## src/shared/serial_port_pkg.sv

```systemverilog
package serial_port_pkg;

  // Word buffers
  localparam int        FIFO_WIDTH   = 16;
  localparam int        FIFO_DEPTH   = 8;
  localparam int        FIFO_AW      = 3;
  localparam logic [3:0] TX_LOW_LEVEL = 4'h4;
  localparam logic [3:0] RX_HIGH_LEVEL = 4'h4;

  // Idle bit periods before the receive time-out fires
  localparam logic [5:0] TIMEOUT_BITS = 6'h20;

  // Register byte offsets
  localparam logic [7:0] OFF_CONTROL_ZERO = 8'h00;
  localparam logic [7:0] OFF_CONTROL_ONE  = 8'h04;
  localparam logic [7:0] OFF_DATA         = 8'h08;
  localparam logic [7:0] OFF_STATUS       = 8'h0c;
  localparam logic [7:0] OFF_PRESCALE     = 8'h10;
  localparam logic [7:0] OFF_IRQ_ENABLE   = 8'h14;
  localparam logic [7:0] OFF_RAW_STATUS   = 8'h18;
  localparam logic [7:0] OFF_MASK_STATUS  = 8'h1c;
  localparam logic [7:0] OFF_INT_CLEAR    = 8'h20;
  localparam logic [7:0] OFF_DMA_CONTROL  = 8'h24;

  // Field positions
  localparam int SIZE_LSB    = 0;
  localparam int RATE_LSB    = 8;
  localparam int ENABLE_BIT  = 1;
  localparam int SLAVE_BIT   = 2;
  localparam int TXI_BIT     = 3;
  localparam int RXI_BIT     = 2;
  localparam int RTI_BIT     = 1;
  localparam int ORI_BIT     = 0;
  localparam int RT_CLR_BIT  = 1;
  localparam int OR_CLR_BIT  = 0;
  localparam int TX_DMA_BIT  = 1;
  localparam int RX_DMA_BIT  = 0;

  // Values after reset
  localparam logic [15:0] CONTROL_ZERO_RST = 16'h0007;
  localparam logic [2:0]  CONTROL_ONE_RST  = 3'h0;
  localparam logic [7:0]  PRESCALE_RST     = 8'h02;
  localparam logic [3:0]  IRQ_ENABLE_RST   = 4'h0;
  localparam logic [1:0]  DMA_CONTROL_RST  = 2'h0;

  // Shortest word is four bits, held as size minus one
  localparam logic [3:0] MIN_SIZE_M1 = 4'h3;

  typedef struct packed {
    logic       valid;
    logic       write;
    logic [7:0] addr;
  } bus_phase_t;

  typedef struct packed {
    logic [7:0] rate;
    logic [3:0] sizeM1;
    logic       enable;
    logic       slave;
  } port_cfg_t;

endpackage

```

## src/core/word_fifo.sv

```systemverilog
`timescale 1ns/1ps
module word_fifo (
  input  wire logic        mclk,
  input  wire logic        rst_b,
  input  wire logic        push,
  input  wire logic [15:0] pushData,
  input  wire logic        pop,
  output logic      [15:0] popData,
  output logic             full,
  output logic             empty,
  output logic      [3:0]  count
);
  logic [15:0] mem [serial_port_pkg::FIFO_DEPTH];
  logic [2:0]  wrPtr;
  logic [2:0]  rdPtr;
  logic        doPush;
  logic        doPop;

  // A push into a full buffer succeeds only if a word leaves in the same cycle
  assign doPop  = pop && !empty;
  assign doPush = push && (!full || doPop);
  assign full   = (count == 4'h8);
  assign empty  = (count == 4'h0);
  assign popData = mem[rdPtr];

  always_ff @(posedge mclk) begin
    if (doPush) begin
      mem[wrPtr] <= pushData;
    end
  end

  always_ff @(posedge mclk) begin
    if (!rst_b) begin
      wrPtr <= 3'h0;
      rdPtr <= 3'h0;
      count <= 4'h0;
    end else begin
      if (doPush) begin
        wrPtr <= wrPtr + 3'h1;
      end
      if (doPop) begin
        rdPtr <= rdPtr + 3'h1;
      end
      count <= count + {3'h0, doPush} - {3'h0, doPop};
    end
  end
endmodule

```

## src/core/serial_port_core.sv

```systemverilog
`timescale 1ns/1ps
// Functional notes
// - Writing one to timeout clear resets timeout flag
// - Writing one to overrun clear resets overrun flag
// - DMA control: tx enable bit1, rx bit0
// - Transmit FIFO sixteen bits, eight entries deep
// - Separate receive FIFO, sixteen bits, eight deep
// - Shift out on data-out, sample data-in
// - Master bit clock from two chained counters
// - First stage divides by even 2 to 254
// - Divisor least significant bit is ignored
// - Second stage divides by rate plus one
// - Transmit interrupt when four or fewer entries
// - Transmit interrupt also while port disabled
// - Receive interrupt when four or more entries
// - Timeout after 32 idle bits, FIFO non-empty
// - Timeout detection same in master and slave
// - Transfer start clears timeout if space remains
// - Transfer into full FIFO keeps timeout, overruns
// - Overrun when word arrives at full FIFO
// - Sources maskable, ORed into combined interrupt
// - Masked status equals raw status AND enable
// - Overrun discards words until overrun cleared
module serial_port_core (
  input  wire logic        mclk,
  input  wire logic        rst_b,
  input  wire logic        hsel,
  input  wire logic [31:0] haddr,
  input  wire logic [1:0]  htrans,
  input  wire logic        hwrite,
  input  wire logic [2:0]  hsize,
  input  wire logic [31:0] hwdata,
  input  wire logic        hready,
  output logic             hreadyout,
  output logic             hresp,
  output logic      [31:0] hrdata,
  input  wire logic        serialDataIn,
  output logic             serialDataOut,
  output logic             serialDataOutOe,
  input  wire logic        serialBitClockIn,
  output logic             serialBitClockOut,
  output logic             serialBitClockOe,
  output logic             combinedInterrupt,
  output logic             txDmaRequest,
  output logic             rxDmaRequest
);

  function automatic logic [3:0] clampSize(input logic [3:0] s);
    clampSize = (s < serial_port_pkg::MIN_SIZE_M1) ? serial_port_pkg::MIN_SIZE_M1 : s;
  endfunction

  function automatic logic [15:0] sizeMask(input logic [3:0] s);
    sizeMask = 16'hffff >> (4'hf - s);
  endfunction

  serial_port_pkg::bus_phase_t dataPhase;
  serial_port_pkg::port_cfg_t  cfg;
  logic [15:0] controlZero;
  logic [2:0]  controlOne;
  logic [7:0]  prescaleReg;
  logic [3:0]  irqEnable;
  logic [1:0]  dmaControl;
  logic [3:0]  rawStatus;
  logic [3:0]  maskStatus;
  logic        addrValid;
  logic        wrEn;
  logic        rdDataNow;
  logic [31:0] next_hrdata;

  logic        txPush;
  logic        txPop;
  logic [15:0] txWord;
  logic        txFull;
  logic        txEmpty;
  logic [3:0]  txCount;
  logic        rxPush;
  logic        rxStore;
  logic        rxPop;
  logic [15:0] rxWord;
  logic        rxFull;
  logic        rxEmpty;
  logic [3:0]  rxCount;

  logic [6:0]  halfDiv;
  logic [6:0]  s1Cnt;
  logic        halfTick;
  logic [7:0]  s2Cnt;
  logic        edgeTick;
  logic        phase;
  logic        bitTick;
  logic        sclkPrev;
  logic        riseEvt;
  logic        fallEvt;
  logic        startNow;
  logic        active;
  logic        lastSampled;
  logic [3:0]  bitCnt;
  logic [15:0] shiftOut;
  logic [15:0] shiftIn;
  logic [5:0]  idleBits;

  logic        timeoutFlag;
  logic        timeoutSet;
  logic        timeoutClr;
  logic        overrunFlag;
  logic        overrunSet;
  logic        overrunClr;

  assign cfg.rate   = controlZero[serial_port_pkg::RATE_LSB +: 8];
  assign cfg.sizeM1 = clampSize(controlZero[serial_port_pkg::SIZE_LSB +: 4]);
  assign cfg.enable = controlOne[serial_port_pkg::ENABLE_BIT];
  assign cfg.slave  = controlOne[serial_port_pkg::SLAVE_BIT];

  // Zero wait states: read data is fetched at the address phase
  assign hreadyout = 1'b1;
  assign hresp     = 1'b0;
  assign addrValid = hsel && htrans[1] && hready;
  assign wrEn      = dataPhase.valid && dataPhase.write;
  assign rdDataNow = addrValid && !hwrite && (haddr[7:0] == serial_port_pkg::OFF_DATA)
                     && (haddr[31:8] == 24'h0);

  always_ff @(posedge mclk) begin
    if (!rst_b) begin
      dataPhase <= '0;
    end else begin
      dataPhase.valid <= addrValid && (haddr[31:8] == 24'h0);
      dataPhase.write <= hwrite;
      dataPhase.addr  <= haddr[7:0];
    end
  end

  // Reserved bits are simply not stored
  always_ff @(posedge mclk) begin
    if (!rst_b) begin
      controlZero <= serial_port_pkg::CONTROL_ZERO_RST;
      controlOne  <= serial_port_pkg::CONTROL_ONE_RST;
      prescaleReg <= serial_port_pkg::PRESCALE_RST;
      irqEnable   <= serial_port_pkg::IRQ_ENABLE_RST;
      dmaControl  <= serial_port_pkg::DMA_CONTROL_RST;
    end else if (wrEn) begin
      case (dataPhase.addr)
        serial_port_pkg::OFF_CONTROL_ZERO: controlZero <= hwdata[15:0];
        serial_port_pkg::OFF_CONTROL_ONE:  controlOne  <= hwdata[2:0];
        serial_port_pkg::OFF_PRESCALE:     prescaleReg <= hwdata[7:0];
        serial_port_pkg::OFF_IRQ_ENABLE:   irqEnable   <= hwdata[3:0];
        serial_port_pkg::OFF_DMA_CONTROL:  dmaControl  <= hwdata[1:0];
        default: ;
      endcase
    end
  end

  assign txPush = wrEn && (dataPhase.addr == serial_port_pkg::OFF_DATA);
  // Clear strobes live one cycle and are never stored
  assign timeoutClr = wrEn && (dataPhase.addr == serial_port_pkg::OFF_INT_CLEAR)
                      && hwdata[serial_port_pkg::RT_CLR_BIT];
  assign overrunClr = wrEn && (dataPhase.addr == serial_port_pkg::OFF_INT_CLEAR)
                      && hwdata[serial_port_pkg::OR_CLR_BIT];
  assign rxPop = rdDataNow && !rxEmpty;

  always_comb begin
    next_hrdata = 32'h0;
    case (haddr[7:0])
      serial_port_pkg::OFF_CONTROL_ZERO: next_hrdata = {16'h0, controlZero};
      serial_port_pkg::OFF_CONTROL_ONE:  next_hrdata = {29'h0, controlOne};
      serial_port_pkg::OFF_DATA:         next_hrdata = {16'h0, rxWord};
      serial_port_pkg::OFF_STATUS:       next_hrdata = {19'h0, active, rxCount, txCount,
                                                        rxFull, !rxEmpty, !txFull, txEmpty};
      serial_port_pkg::OFF_PRESCALE:     next_hrdata = {24'h0, prescaleReg};
      serial_port_pkg::OFF_IRQ_ENABLE:   next_hrdata = {28'h0, irqEnable};
      serial_port_pkg::OFF_RAW_STATUS:   next_hrdata = {28'h0, rawStatus};
      serial_port_pkg::OFF_MASK_STATUS:  next_hrdata = {28'h0, maskStatus};
      serial_port_pkg::OFF_DMA_CONTROL:  next_hrdata = {30'h0, dmaControl};
      default:                           next_hrdata = 32'h0;
    endcase
  end

  always_ff @(posedge mclk) begin
    if (!rst_b) begin
      hrdata <= 32'h0;
    end else if (addrValid && !hwrite) begin
      hrdata <= (haddr[31:8] == 24'h0) ? next_hrdata : 32'h0;
    end
  end

  word_fifo txFifo (
    .mclk     (mclk),
    .rst_b    (rst_b),
    .push     (txPush),
    .pushData (hwdata[15:0]),
    .pop      (txPop),
    .popData  (txWord),
    .full     (txFull),
    .empty    (txEmpty),
    .count    (txCount)
  );

  word_fifo rxFifo (
    .mclk     (mclk),
    .rst_b    (rst_b),
    .push     (rxStore),
    .pushData (shiftIn & sizeMask(cfg.sizeM1)),
    .pop      (rxPop),
    .popData  (rxWord),
    .full     (rxFull),
    .empty    (rxEmpty),
    .count    (rxCount)
  );

  // Stage one counts half the even divisor, so each half bit is a whole cycle count
  assign halfDiv  = (prescaleReg[7:1] == 7'h0) ? 7'h1 : prescaleReg[7:1];
  assign halfTick = (s1Cnt >= halfDiv - 7'h1);
  assign edgeTick = halfTick && (s2Cnt >= cfg.rate);
  assign bitTick  = edgeTick && phase;

  always_ff @(posedge mclk) begin
    if (!rst_b) begin
      s1Cnt <= 7'h0;
    end else begin
      s1Cnt <= halfTick ? 7'h0 : s1Cnt + 7'h1;
    end
  end

  always_ff @(posedge mclk) begin
    if (!rst_b) begin
      s2Cnt <= 8'h0;
      phase <= 1'b0;
    end else if (halfTick) begin
      s2Cnt <= edgeTick ? 8'h0 : s2Cnt + 8'h1;
      phase <= edgeTick ? !phase : phase;
    end
  end

  // The input pin is taken as synchronous, so one register finds its edges
  always_ff @(posedge mclk) begin
    if (!rst_b) begin
      sclkPrev <= 1'b0;
    end else begin
      sclkPrev <= serialBitClockIn;
    end
  end

  always_comb begin
    riseEvt = cfg.slave ? (serialBitClockIn && !sclkPrev) : (edgeTick && !phase);
    fallEvt = cfg.slave ? (!serialBitClockIn && sclkPrev) : (edgeTick && phase);
    if (!cfg.enable) begin
      startNow = 1'b0;
    end else if (cfg.slave) begin
      startNow = riseEvt && !active;
    end else begin
      startNow = fallEvt && !txEmpty && (!active || lastSampled);
    end
  end

  // A slave with nothing queued sends zeros
  assign txPop = startNow && !txEmpty;

  always_ff @(posedge mclk) begin
    if (!rst_b) begin
      active      <= 1'b0;
      lastSampled <= 1'b0;
      bitCnt      <= 4'h0;
      shiftOut    <= 16'h0;
      shiftIn     <= 16'h0;
      rxPush      <= 1'b0;
    end else begin
      rxPush <= 1'b0;
      if (!cfg.enable) begin
        active      <= 1'b0;
        lastSampled <= 1'b0;
      end else begin
        if (startNow) begin
          shiftOut    <= (txEmpty ? 16'h0 : txWord) << (4'hf - cfg.sizeM1);
          active      <= 1'b1;
          lastSampled <= 1'b0;
          bitCnt      <= 4'h0;
        end else if (fallEvt && active) begin
          if (lastSampled) begin
            active      <= 1'b0;
            lastSampled <= 1'b0;
          end else begin
            shiftOut <= {shiftOut[14:0], 1'b0};
          end
        end
        if (riseEvt && (active || startNow) && !(lastSampled && !startNow)) begin
          shiftIn <= startNow ? {15'h0, serialDataIn} : {shiftIn[14:0], serialDataIn};
          bitCnt  <= startNow ? 4'h1 : bitCnt + 4'h1;
          if ((startNow ? 4'h0 : bitCnt) == cfg.sizeM1) begin
            lastSampled <= 1'b1;
            rxPush      <= 1'b1;
          end
        end
      end
    end
  end

  always_ff @(posedge mclk) begin
    if (!rst_b) begin
      serialDataOut     <= 1'b0;
      serialDataOutOe   <= 1'b0;
      serialBitClockOut <= 1'b0;
      serialBitClockOe  <= 1'b0;
    end else begin
      serialDataOut     <= shiftOut[15];
      serialDataOutOe   <= cfg.enable && (active || startNow);
      serialBitClockOut <= cfg.enable && !cfg.slave && active && phase;
      serialBitClockOe  <= cfg.enable && !cfg.slave;
    end
  end

  // Reading the FIFO in the finishing cycle frees a slot and saves the word
  assign rxStore    = rxPush && !overrunFlag && (!rxFull || rxPop);
  assign overrunSet = rxPush && rxFull && !rxPop;

  always_ff @(posedge mclk) begin
    if (!rst_b) begin
      overrunFlag <= 1'b0;
    end else if (overrunSet) begin
      overrunFlag <= 1'b1;
    end else if (overrunClr) begin
      overrunFlag <= 1'b0;
    end
  end

  // Same free-running bit period serves master and slave alike
  always_ff @(posedge mclk) begin
    if (!rst_b) begin
      idleBits <= 6'h0;
    end else if (active || rxEmpty || rxPop) begin
      idleBits <= 6'h0;
    end else if (bitTick && idleBits < serial_port_pkg::TIMEOUT_BITS) begin
      idleBits <= idleBits + 6'h1;
    end
  end

  assign timeoutSet = bitTick && !active && !rxEmpty && !rxPop
                      && (idleBits == serial_port_pkg::TIMEOUT_BITS - 6'h1);

  always_ff @(posedge mclk) begin
    if (!rst_b) begin
      timeoutFlag <= 1'b0;
    end else if (timeoutSet) begin
      timeoutFlag <= 1'b1;
    end else if (timeoutClr || (startNow && !rxFull)) begin
      timeoutFlag <= 1'b0;
    end
  end

  always_comb begin
    rawStatus = 4'h0;
    rawStatus[serial_port_pkg::TXI_BIT] = (txCount <= serial_port_pkg::TX_LOW_LEVEL)
                                          || !cfg.enable;
    rawStatus[serial_port_pkg::RXI_BIT] = (rxCount >= serial_port_pkg::RX_HIGH_LEVEL);
    rawStatus[serial_port_pkg::RTI_BIT] = timeoutFlag;
    rawStatus[serial_port_pkg::ORI_BIT] = overrunFlag;
  end

  assign maskStatus        = rawStatus & irqEnable;
  assign combinedInterrupt = |maskStatus;

  // Plain level requests; the controller's clear handshake is not modelled
  assign txDmaRequest = cfg.enable && dmaControl[serial_port_pkg::TX_DMA_BIT]
                        && rawStatus[serial_port_pkg::TXI_BIT];
  assign rxDmaRequest = cfg.enable && dmaControl[serial_port_pkg::RX_DMA_BIT]
                        && rawStatus[serial_port_pkg::RXI_BIT];
endmodule

```

## config.mk

```make
export PLATFORM = sky130hd
export DESIGN_NAME = serial_port_core
export DESIGN_NICKNAME = d
export VERILOG_FILES = /design/src/shared/serial_port_pkg.sv /design/src/core/word_fifo.sv /design/src/core/serial_port_core.sv
export SDC_FILE = /design/constraint.sdc
export NUM_CORES = 1
export LEC_CHECK = 0
export ABC_AREA = 1
export ABC_CLOCK_PERIOD_IN_PS = 4200
export CORE_MARGIN = 2
export CORE_UTILIZATION = 50
export CTS_CLUSTER_SIZE = 20
export DETAILED_ROUTE_END_ITERATION = 6
export DONT_BUFFER_PORTS = 1
export GPL_TIMING_DRIVEN = 0
export PLACE_DENSITY = 0.68
export SLEW_MARGIN = 0
export SYNTH_ARGS = -nofsm -noshare
export SYNTH_HDL_FRONTEND = slang
export SYNTH_SLANG_ARGS = --single-unit
```

## constraint.sdc

```tcl
create_clock -name mclk -period 4.2 [get_ports mclk]
set_clock_uncertainty 0.05 [all_clocks]
set_input_delay 0.42 -clock mclk [delete_from_list [all_inputs] [get_ports mclk]]
set_output_delay 0.42 -clock mclk [all_outputs]
set_load 0.03 [all_outputs]
```

# ---- After elaboration in Yosys (flattened, before gate mapping)
# Memory sizes are Yosys's and may differ from the RTL's. A register that Yosys moved wholly into a read port is not among the register bits.
# Cells that the tools add are included.
dict set report totals {
  ff_bits 163
  ramBits 256
  input_bits 76
  output_inout_bits 41
  word_cells 210
  n_memories 2
}
# memory words word_bits read_ports rd_clocked_by_memory_dff write_ports line_no
set mem_list {}
lappend mem_list {rxFifo.mem 8 16 1 1 1 word_fifo.sv:13} ;# logic [15:0] mem [serial_port_pkg::FIFO_DEPTH];
lappend mem_list {txFifo.mem 8 16 1 1 1 word_fifo.sv:13}
dict set report classes {
  addsub 14
  order_cmp 6
  eq_ne 19
  shifts 2
  muxes 37
  bitwise_logic 3
  reduce_logical 95
}
# op count
set op_table {}
lappend op_table {{16-bit one-hot mux with 9 select lines} 1}
lappend op_table {{16-bit two-way mux} 5}
lappend op_table {{8-bit by 5-bit equality test with 1-bit output (second input constant)} 6}
lappend op_table {{1-bit logical AND} 47}
lappend op_table {{32-bit two-way mux} 1}
lappend op_table {{8-bit by 4-bit equality test with 1-bit output (second input constant)} 3}
lappend op_table {{8-bit by 6-bit equality test with 1-bit output (second input constant)} 3}
lappend op_table {{24-bit logical NOT} 1}
lappend op_table {{1-bit two-way mux} 20}
lappend op_table {{2-bit AND reduction} 9}
lappend op_table {{16-bit AND} 1}
lappend op_table {{8-bit by 3-bit equality test with 1-bit output (second input constant)} 2}
lappend op_table {{8-bit logical NOT} 2}
lappend op_table {{4-bit two-way mux} 4}
lappend op_table {{16-bit by 4-bit left shift with 16-bit output} 1}
lappend op_table {{16-bit by 4-bit right shift with 16-bit output (first input constant)} 1}
lappend op_table {{1-bit logical NOT} 15}
lappend op_table {{3-bit by 1-bit adder with 3-bit output (second input constant)} 4}
lappend op_table {{3-bit two-way mux} 4}
lappend op_table {{1-bit logical OR} 9}
lappend op_table {{4-bit by 1-bit adder with 4-bit output} 2}
lappend op_table {{8-bit by 1-bit adder with 8-bit output (second input constant)} 1}
lappend op_table {{4-bit equality test (second input constant)} 2}
lappend op_table {{8-bit >= comparator} 1}
lappend op_table {{other kinds (24)} 31}

# ---- Logic depth before layout (Yosys ltp)
# Gate-level depths: netlist of run 1.
dict set report depth {
  word_depth 17
  mapped_depth 28
  mapped_depth_nobuf 27
}

# ---- Modules after synthesis
# From an unflattened synthesis of run 1, not the netlist that was laid out.
dict set report hier_totals {
  cells_unflattened 2042
  area_unflattened_um2 18699.2
}
# module n_inst cells_each area_each_um2 seq_area_each_um2
set by_module_without_submodules {}
lappend by_module_without_submodules {serial_port_core 1 1074 7210.7 2542.4}
lappend by_module_without_submodules {{word_fifo (rxFifo)} 1 485 5744.3 4103.9}
lappend by_module_without_submodules {{word_fifo (txFifo)} 1 483 5744.3 4103.9}

# ---- Worst setup path before layout of run 1
# No wires, ideal clock.
dict set report synth_path {
  path_kind {flip-flop to flip-flop}
  start {register prescaleReg[4]}
  end {memory txFifo.mem[4][0] (enable)}
  setup_time_ns 0.409
  arrival_time_ns 3.686
  t_required_ns 3.741
  setup_slack_ns 0.055
  path_stages_with_launch 22
  path_buffers 1
  synth_period_minus_slack_ns 4.145
  cell_sequence {dfxtp_1 nor2_1 nand3_1 o21ai_0 inv_1 ha_1 nand3_1 xor2_1 ha_1 nand2_1 a21oi_1 nor2_1 nand3_2 nand4_1 nand2_1 nand2_2 buf_6 inv_1 nand2_1 nand2_1 nand3b_1 nor3_1}
}
dict set report synth_via {
  elab_chain_cells 17
  elab_cells_between_ends 20
  cone_classes {add/sub: 1; order compare: 1; mux: 7; reduce/logical: 11}
}
# element line_no
set synth_rtl {}
lappend synth_rtl {{start, declared} serial_port_core.sv:60} ;# logic [7:0] prescaleReg;
lappend synth_rtl {{start signal, assigned} serial_port_core.sv:137} ;# prescaleReg <= serial_port_pkg::PRESCALE_RST;
lappend synth_rtl {{start signal, assigned} serial_port_core.sv:144} ;# serial_port_pkg::OFF_PRESCALE: prescaleReg <= hwdata[7:0];
lappend synth_rtl {{7-bit logical NOT} serial_port_core.sv:210} ;# assign halfDiv = (prescaleReg[7:1] == 7'h0) ? 7'h1 : prescaleReg[7:1];
lappend synth_rtl {{7-bit two-way mux (*)} serial_port_core.sv:210}
lappend synth_rtl {{7-bit by 1-bit subtractor with 7-bit output (*)} serial_port_core.sv:211} ;# assign halfTick = (s1Cnt >= halfDiv - 7'h1);
lappend synth_rtl {{7-bit >= comparator (*)} serial_port_core.sv:211}
lappend synth_rtl {{1-bit logical AND (*)} serial_port_core.sv:212} ;# assign edgeTick = halfTick && (s2Cnt >= cfg.rate);
lappend synth_rtl {{1-bit logical AND} serial_port_core.sv:244} ;# fallEvt = cfg.slave ? (!serialBitClockIn && sclkPrev) : (edgeTick && phase);
lappend synth_rtl {{1-bit two-way mux} serial_port_core.sv:244}
lappend synth_rtl {{1-bit logical AND (2 in series)} serial_port_core.sv:250} ;# startNow = fallEvt && !txEmpty && (!active || lastSampled);
lappend synth_rtl {{1-bit two-way mux (*)} serial_port_core.sv:247} ;# end else if (cfg.slave) begin
lappend synth_rtl {{1-bit two-way mux (*)} serial_port_core.sv:245} ;# if (!cfg.enable) begin
lappend synth_rtl {{1-bit logical AND (*)} serial_port_core.sv:255} ;# assign txPop = startNow && !txEmpty;
lappend synth_rtl {{1-bit logical AND (*)} word_fifo.sv:20} ;# assign doPop = pop && !empty;
lappend synth_rtl {{1-bit logical OR (*)} word_fifo.sv:21} ;# assign doPush = push && (!full || doPop);
lappend synth_rtl {{1-bit logical AND (*)} word_fifo.sv:21}
lappend synth_rtl {{1-bit two-way mux (*)} word_fifo.sv:27} ;# if (doPush) begin
lappend synth_rtl {{1-bit two-way mux (implied by the code) (*)} word_fifo.sv:28} ;# mem[wrPtr] <= pushData;
lappend synth_rtl {{end, declared} word_fifo.sv:13}
# Every way passes the cells marked *; elsewhere a longest branch is shown, timed or not.

# ---- Worst setup path after layout of run 1
dict set report layout_path {
  start {register prescaleReg[4]}
  end {register txFifo.count[2]}
}
dict set report layout_via {
  elab_chain_cells 17
  elab_cells_between_ends 20
  cone_classes {add/sub: 3; order compare: 1; mux: 5; reduce/logical: 11}
}
# element line_no
set layout_rtl {}
lappend layout_rtl {{7-bit logical NOT} serial_port_core.sv:210}
lappend layout_rtl {{7-bit two-way mux (*)} serial_port_core.sv:210}
lappend layout_rtl {{7-bit by 1-bit subtractor with 7-bit output (*)} serial_port_core.sv:211}
lappend layout_rtl {{7-bit >= comparator (*)} serial_port_core.sv:211}
lappend layout_rtl {{1-bit logical AND (*)} serial_port_core.sv:212}
lappend layout_rtl {{1-bit logical AND} serial_port_core.sv:244}
lappend layout_rtl {{1-bit two-way mux} serial_port_core.sv:244}
lappend layout_rtl {{1-bit logical AND (2 in series)} serial_port_core.sv:250}
lappend layout_rtl {{1-bit two-way mux (*)} serial_port_core.sv:247}
lappend layout_rtl {{1-bit two-way mux (*)} serial_port_core.sv:245}
lappend layout_rtl {{1-bit logical AND (*)} serial_port_core.sv:255}
lappend layout_rtl {{1-bit logical AND (*)} word_fifo.sv:20}
lappend layout_rtl {{net txFifo.doPop} word_fifo.sv:17} ;# logic doPop;
lappend layout_rtl {{1-bit logical OR} word_fifo.sv:21}
lappend layout_rtl {{1-bit logical AND} word_fifo.sv:21}
lappend layout_rtl {{4-bit by 1-bit adder with 4-bit output} word_fifo.sv:44} ;# count <= count + {3'h0, doPush} - {3'h0, doPop};
lappend layout_rtl {{4-bit by 1-bit subtractor with 4-bit output (*)} word_fifo.sv:44}
lappend layout_rtl {{end signal, assigned} word_fifo.sv:44}
lappend layout_rtl {{end, declared} word_fifo.sv:11} ;# output logic [3:0] count
# Mark *: on every way through the listed nets, which the timed path passes. The rest lies on a longest branch.
# A chain may end at the register's enable or synchronous reset.

==> flow_summary.toml, run 1 <==
[setup_path]
r2r-end = "txFifo.count[2]$_SDFF_PN0_"
cp.buffers_inverters = 5
critPathSlowestCell = "fa_1"
arrival_ns = 4.41
slowest_delay_ns = 0.38
timing.critical_path.to = "txFifo.count[2]$_SDFF_PN0_"
crit_type = "reg -> reg"
rr_startpoint = "prescaleReg[4]$_SDFFE_PN0P_"
reg2reg_depth = 25
crit_family = "adder cells"
crit_cells = 25
worst_setup_path_start_kind = "flop"
setup.worst_path.start = "prescaleReg[4]$_SDFFE_PN0P_"
cp-end-kind = "flop"
worstPathMaxFanout = 7
regToRegSetupSlack_ns = 0.19
critPathRequiredTime_ns = 4.60

[sta]
tightest_slew_ns = 1.260
min_period_ns = 4.009
final.period_utilization_pct = 95.46
setup_viol = 0
slew_violations = 0
rsz0062_at_grt = "false"
maxSlewHeadroom_pct = 15.27
hold_viol = 0
timing.fmax_mhz = 249.4

[cells_and_area]
area_growth_syn_to_layout_pct = 16.27
drive_gt1_share_pct = 9.795
multi_input_area_um2 = 6679
ff_latch_area_um2 = 10750
postLayoutCoreUtil_pct = 58.83
design_area_um2 = 21430
nFillCells = 3097
antenna_cells = 0
nNetsFinal = 2223

[clock_network]
cts_root_buf = "clkbuf_16"
clk_path_buf_depth = 3
clk_pin_slew_worst_paths_ns = 0.06
cts_made_buffers = 45
htreeDepth = 2
cts_tree = "yes"
cts.sinks = 409
clkLatencyLatePin_ns = 0.59

[route]
drt_iter0_drc = 1500
wl_um = 54220
post_drt_wl_per_cell_um = 20.76
drtAntennaViolNets = 0
drtPass1Iterations = 6
drc = 0
viasPerCell = 5.689
dr_total_vias = 14860

[job]
cap_violations = 0

[logic_synthesis]
yosys.area.top_type_share_pct = 41.70
syn_area_um2 = 18430
syn_avg_cell_area_um2 = 9.338
postSynthCellCount = 1974
synth_seq_cells = 409
yosysWarnings = 0
ys_types = 50
synth_top_area_cell = "edfxtp_1"
ys_seq_area_share_pct = 58.32
synthTopCellsByArea = "edfxtp_1, dfxtp_1, nand2_1"

[grt]
grt_use_total_pct = 28.25
antenna_found_initial = 0
gr-total-overflow = 0
grt_max_degree = 16
grt_first_pass_wirelength_um = 82300
grt_pass1_vias = 14310

[die]
initial_utilization_pct = 50.59
die_width_um = 196.0
die_y_um = 196.0
fp.coreArea_um2 = 36430
io_pins = 117
die_area_um2 = 38420
rows = 70

[place]
io_buffers = 0
gp_congestion = 0.9302
placed_area_um2 = 19390
dpl.hpwl_um = 37170

[power_and_ir_drop]
ir_drop_uv = 387.0
leakagePower_uw = 0.008515
power.density_nw_per_um2 = 386.7

[run_status]
status = "complete, no violations"

[hold_path]
hp-class = "in -> reg"
==> Yosys cell counts, drive strengths merged <==
cell	number
a31oi	3
nor3b	3
edfxtp	256
a21o	3
o21a	1
mux2i	26
inv	171
ha	38
xor2	9
or2	6
nand3b	4
clkinv	4
conb	2
nor4	1
o32ai	6
nor3	22
nand3	172
a221oi	1
a21oi	102
xnor2	4
fa	2
nand4	27
dfxtp	153
a21boi	4
o211ai	12
o22ai	12
buf	62
a211oi	10
o2111ai	3
o21ai	131
clkbuf	49
nor2	256
nand2	386
o221ai	30
and3	3
==> timing repair <==
action	in CTS	in global routing
pin swaps	7	6
hold buffers	30	0
resized for setup	12	10
cloned	0	0
endpoints found under the setup margin	113	131
hold endpoints to repair	160	0
setup buffers	11	13
==> worst min-delay path by stage <==
stage               cells after the start                          from  slack (ns)                      endpoint
CTS                                     2                     hwdata[1]      0.0002     irqEnable[1]$_SDFFE_PN0P_
finish                                  2                     hwdata[3]        0.02   prescaleReg[3]$_SDFFE_PN0P_
global route                            2                     hwdata[1]        0.01     irqEnable[1]$_SDFFE_PN0P_
global placement                        1           s1Cnt[0]$_SDFF_PP0_        0.40           s1Cnt[0]$_SDFF_PP0_
detailed placement                      2  txFifo.rdPtr[2]$_SDFFE_PN0P_        0.41  txFifo.rdPtr[2]$_SDFFE_PN0P_
floorplan                               2     shiftOut[15]$_SDFFE_PN0P_        0.35      serialDataOut$_SDFF_PN0_
==> metrics by stage <==
step / std cells / TNS, ns / worst slack [ns] / power [uW] / hold slack, ns
3_3_place_gp: 2458 / -175.67 / -1.485 / 4435 / 0.3957
3_5_place_dp: 2474 / -21.23 / -0.3529 / 4436 / 0.4086
2_1_floorplan: 1990 / 0 / 0.05490 / 4411 / 0.3540
6_report: 2612 / 0 / 0.1907 / 8289 / 0.01656
5_1_grt: 2612 / 0 / 0.003272 / 8478 / 0.01490
4_1_cts: 2599 / 0 / 0.02587 / 8321 / 0.0002394
==> area by class of cell <==
type,count,area share (%)
Clock buffer,59,5.686
Timing Repair Buffer,70,3.532
Clock inverter,25,1.074
Inverter,175,3.071
Multi-Input combinational cell,1295,31.16
Sequential cell,409,50.18
Tap cell,468,2.732
Buffer,111,2.569
==> kinds of logic (layout without fill, tap and decap cells) <==
logic type	Yosys count	after routing	share of synthesized area (%)
multiplexers	26	26	1.412
other	2	18	0.04074
AO/OA/AOI/OAI	318	318	9.998
buffers and inverters	286	440	6.557
flip-flops	409	409	58.32
XOR/XNOR	13	13	0.6177
adder cells (fa/ha/maj)	40	40	2.796
AND/OR/NAND/NOR	880	880	20.26
==> layer usage <==
layer	share of wire (%)	GRT usage (%)	up-vias	wire length (um)
li1	-	-	6990	-
met1	42	37.83	7084	22620
met2	46	46.05	680	25100
met3	9.1	5.656	106	4914
met4	2.9	9.820	0	1578
met5	0	0	-	0
==> worst reg2reg max path, stage by stage, from the launching register on <==
cell and delay, ns:
dfxtp_4 0.37, nor2_4 0.13, nand3_1 0.09, o21ai_1 0.14, inv_1 0.10, ha_2 0.21, nand3_1 0.09, xor2_1 0.18
ha_1 0.28, nand2_1 0.13, a21oi_2 0.05, nor2_2 0.15, nand3_4 0.13, nand4_1 0.11, nand2_1 0.08, nand2_2 0.10
buf_6 0.11, inv_1 0.06, nand2_2 0.08, inv_2 0.08, ha_1 0.28, inv_1 0.04, ha_1 0.22, fa_1 0.38
xnor2_1 0.18, nor2_1 0.05
==> power by group <==
group          internal (uW)  switching, uW
logic                   45.0            110
registers               4240           2.81
clock network           2240           1640
==> registers in the layout (all words and copies together) (netlist names), 6 cells and up, named ones only <==
signal       flops
prescaleReg      8
s2Cnt            8
hrdata          16
idleBits         6
txFifo.mem     128
shiftOut        16
dataPhase       10
rxFifo.mem     128
shiftIn         16
s1Cnt            7
controlZero     16
==> layout by cell type, fill, tap and decap left out, types with 37 or more instances in the layout <==
cell type,Yosys,final
a21oi_1,100,99
buf_4,23,45
clkbuf_1,48,58
clkbuf_16,0,45
dfxtp_1,153,152
edfxtp_1,256,256
ha_1,38,37
inv_1,166,165
nand2_1,380,379
nand3_1,169,168
nor2_1,250,239
o21ai_0,131,130
Note: power is estimated with default switching activity, not from simulation.
==> run 2, diff against run 1 <==
--- a/config.mk
+++ b/config.mk
@@ -7,13 +7,15 @@
 export LEC_CHECK = 0
 export ABC_AREA = 1
 export ABC_CLOCK_PERIOD_IN_PS = 4200
+export CELL_PAD_IN_SITES_DETAIL_PLACEMENT = 1
+export CELL_PAD_IN_SITES_GLOBAL_PLACEMENT = 2
 export CORE_MARGIN = 2
-export CORE_UTILIZATION = 50
+export CORE_UTILIZATION = 37
 export CTS_CLUSTER_SIZE = 20
 export DETAILED_ROUTE_END_ITERATION = 6
 export DONT_BUFFER_PORTS = 1
 export GPL_TIMING_DRIVEN = 0
-export PLACE_DENSITY = 0.68
+export PLACE_DENSITY_LB_ADDON = 0.1
 export SLEW_MARGIN = 0
 export SYNTH_ARGS = -nofsm -noshare
 export SYNTH_HDL_FRONTEND = slang
==> run 2 against run 1 <==
Compared with the run above:
- worst setup slack got worse by 0.016 ns
- count of clock-buffer cells in the layout increased by 7
- power increased by 1.7%
- register-to-register slack got worse by 0.02 ns
==> flow_summary.toml, run 2 (synthesis gave the netlist of run 1 again) <==
[setup_path]
worst_setup_path_start_kind = "flop"
crit_family = "simple AND/OR/NAND/NOR gates"
arrival_ns = 4.26
critPathRequiredTime_ns = 4.44
critPathSlowestCell = "dfxtp_2"
cp.buffers_inverters = 7
crit_type = "reg -> reg"
slowest_delay_ns = 0.36
worstPathMaxFanout = 10
cp-end-kind = "flop"

[place]
dpl_worst_slack_ns = -0.3641
placedCellCount = 2676
dpl.hpwl_um = 45570
io_buffers = 0
gp_congestion = 0.8473
placed_area_um2 = 19670

[sta]
final.setup.worst_slack_ns = 0.1748
slew_violations = 0
tightest_slew_ns = 1.285
setup_viol = 0
timing.fmax_mhz = 248.4
hold_viol = 0
min_period_ns = 4.025
final.period_utilization_pct = 95.84
maxSlewHeadroom_pct = 13.60
hold_ws_ns = 0.06621

[route]
wl_um = 62730
drtAntennaViolNets = 0
dr_total_vias = 14640
drt_iter0_drc = 988
post_drt_wl_per_cell_um = 22.40
viasPerCell = 5.227
drtPass1Iterations = 5
drc = 0

[grt]
grt_max_degree = 14
grt_first_pass_wirelength_um = 93560
grt_use_total_pct = 24.67
gr-total-overflow = 0
grt_pass1_vias = 14870
antenna_found_initial = 2

[die]
rows = 81
die_y_um = 227.2
initial_utilization_pct = 37.58
die_area_um2 = 51620
die_width_um = 227.2
fp.coreArea_um2 = 49050
io_pins = 117

[cells_and_area]
final_common_cell = "nand2_1"
nNetsFinal = 2217
fin_cells = 2801
drive_gt1_share_pct = 10.01
area_growth_syn_to_layout_pct = 17.55
antenna_cells = 0
design_area_um2 = 21670
final_cell_mix = "nand2_1, edfxtp_1, nor2_1, nand3_1, inv_1"
largestRegisters = "rxFifo.mem x128, txFifo.mem x128"

[clock_network]
cts_made_buffers = 46
clk_path_buf_depth = 3
cts_tree = "yes"
cts_root_buf = "clkbuf_16"
clk_pin_slew_worst_paths_ns = 0.06
cts.sinks = 409
htreeDepth = 2
clkLatencyLatePin_ns = 0.59

[power_and_ir_drop]
power.total_uw = 8426
ir_drop_uv = 293.8
power.density_nw_per_um2 = 388.8
leakagePower_uw = 0.008507

[hold_path]
hp-class = "in -> reg"

[job]
cap_violations = 0

[run_status]
status = "complete, no violations"
run 2: cell type report:
cell class	instances	area [um^2]
plain buffers	111	554.3
well taps	664	830.8
inverters	175	658.1
repair buffers	63	665.6
multi-input cells	1295	6708
clock buffers	66	1371
fillers	5695	27380
flip-flops and latches	409	10750
clock inverters	18	128.9
run 2: metrics by stage:
stage | setup TNS (ns) | util (%)
global placement | -226.15 | 39.40
finish | 0 | 44.18
CTS | 0 | 44.05
floorplan | 0 | -
detailed placement | -15.27 | 40.10
global route | -0.9412 | 44.18
run 2: path summary, 6_finish.rpt:
| check | from | slack [ns] | depth (start not counted) | endpoint |
|---|---|---|---|---|
| worst max register to register | prescaleReg[4]$_SDFFE_PN0P_ | 0.17 | 26 | txFifo.mem[0][11]$_DFFE_PP_ |
| worst min register to register | shiftOut[0]$_SDFFE_PN0P_ | 0.41 | 2 | shiftOut[0]$_SDFFE_PN0P_ |
| worst min-delay path | hwdata[2] | 0.07 | 2 | prescaleReg[2]$_SDFFE_PN0P_ |
| worst max-delay path | prescaleReg[4]$_SDFFE_PN0P_ | 0.17 | 26 | txFifo.mem[0][11]$_DFFE_PP_ |
run 2: where the power goes:
group	switching, uW	leakage, uW	internal (uW)
Sequential	2.90	0.00388	4250
Clock	1680	0.000732	2330
Combinational	117	0.00390	44.5
run 2: repair_timing:
action / in CTS / in global routing
hold buffers: 29 / 0
setup buffers: 11 / 1
resized for setup: 14 / 16
endpoints found under the hold margin: 168 / 0
pin swaps: 6 / 5
endpoints found under the setup margin: 102 / 105
run 2: layer usage:
layer	share of wire, %	vias up	track usage [%]	routed length, um
met5	0	-	0	0
met4	3.0	0	7.970	1900
met3	4.4	89	3.717	2767
met2	49	307	42.56	30440
met1	44	7261	31.78	27620
li1	-	6984	-	-
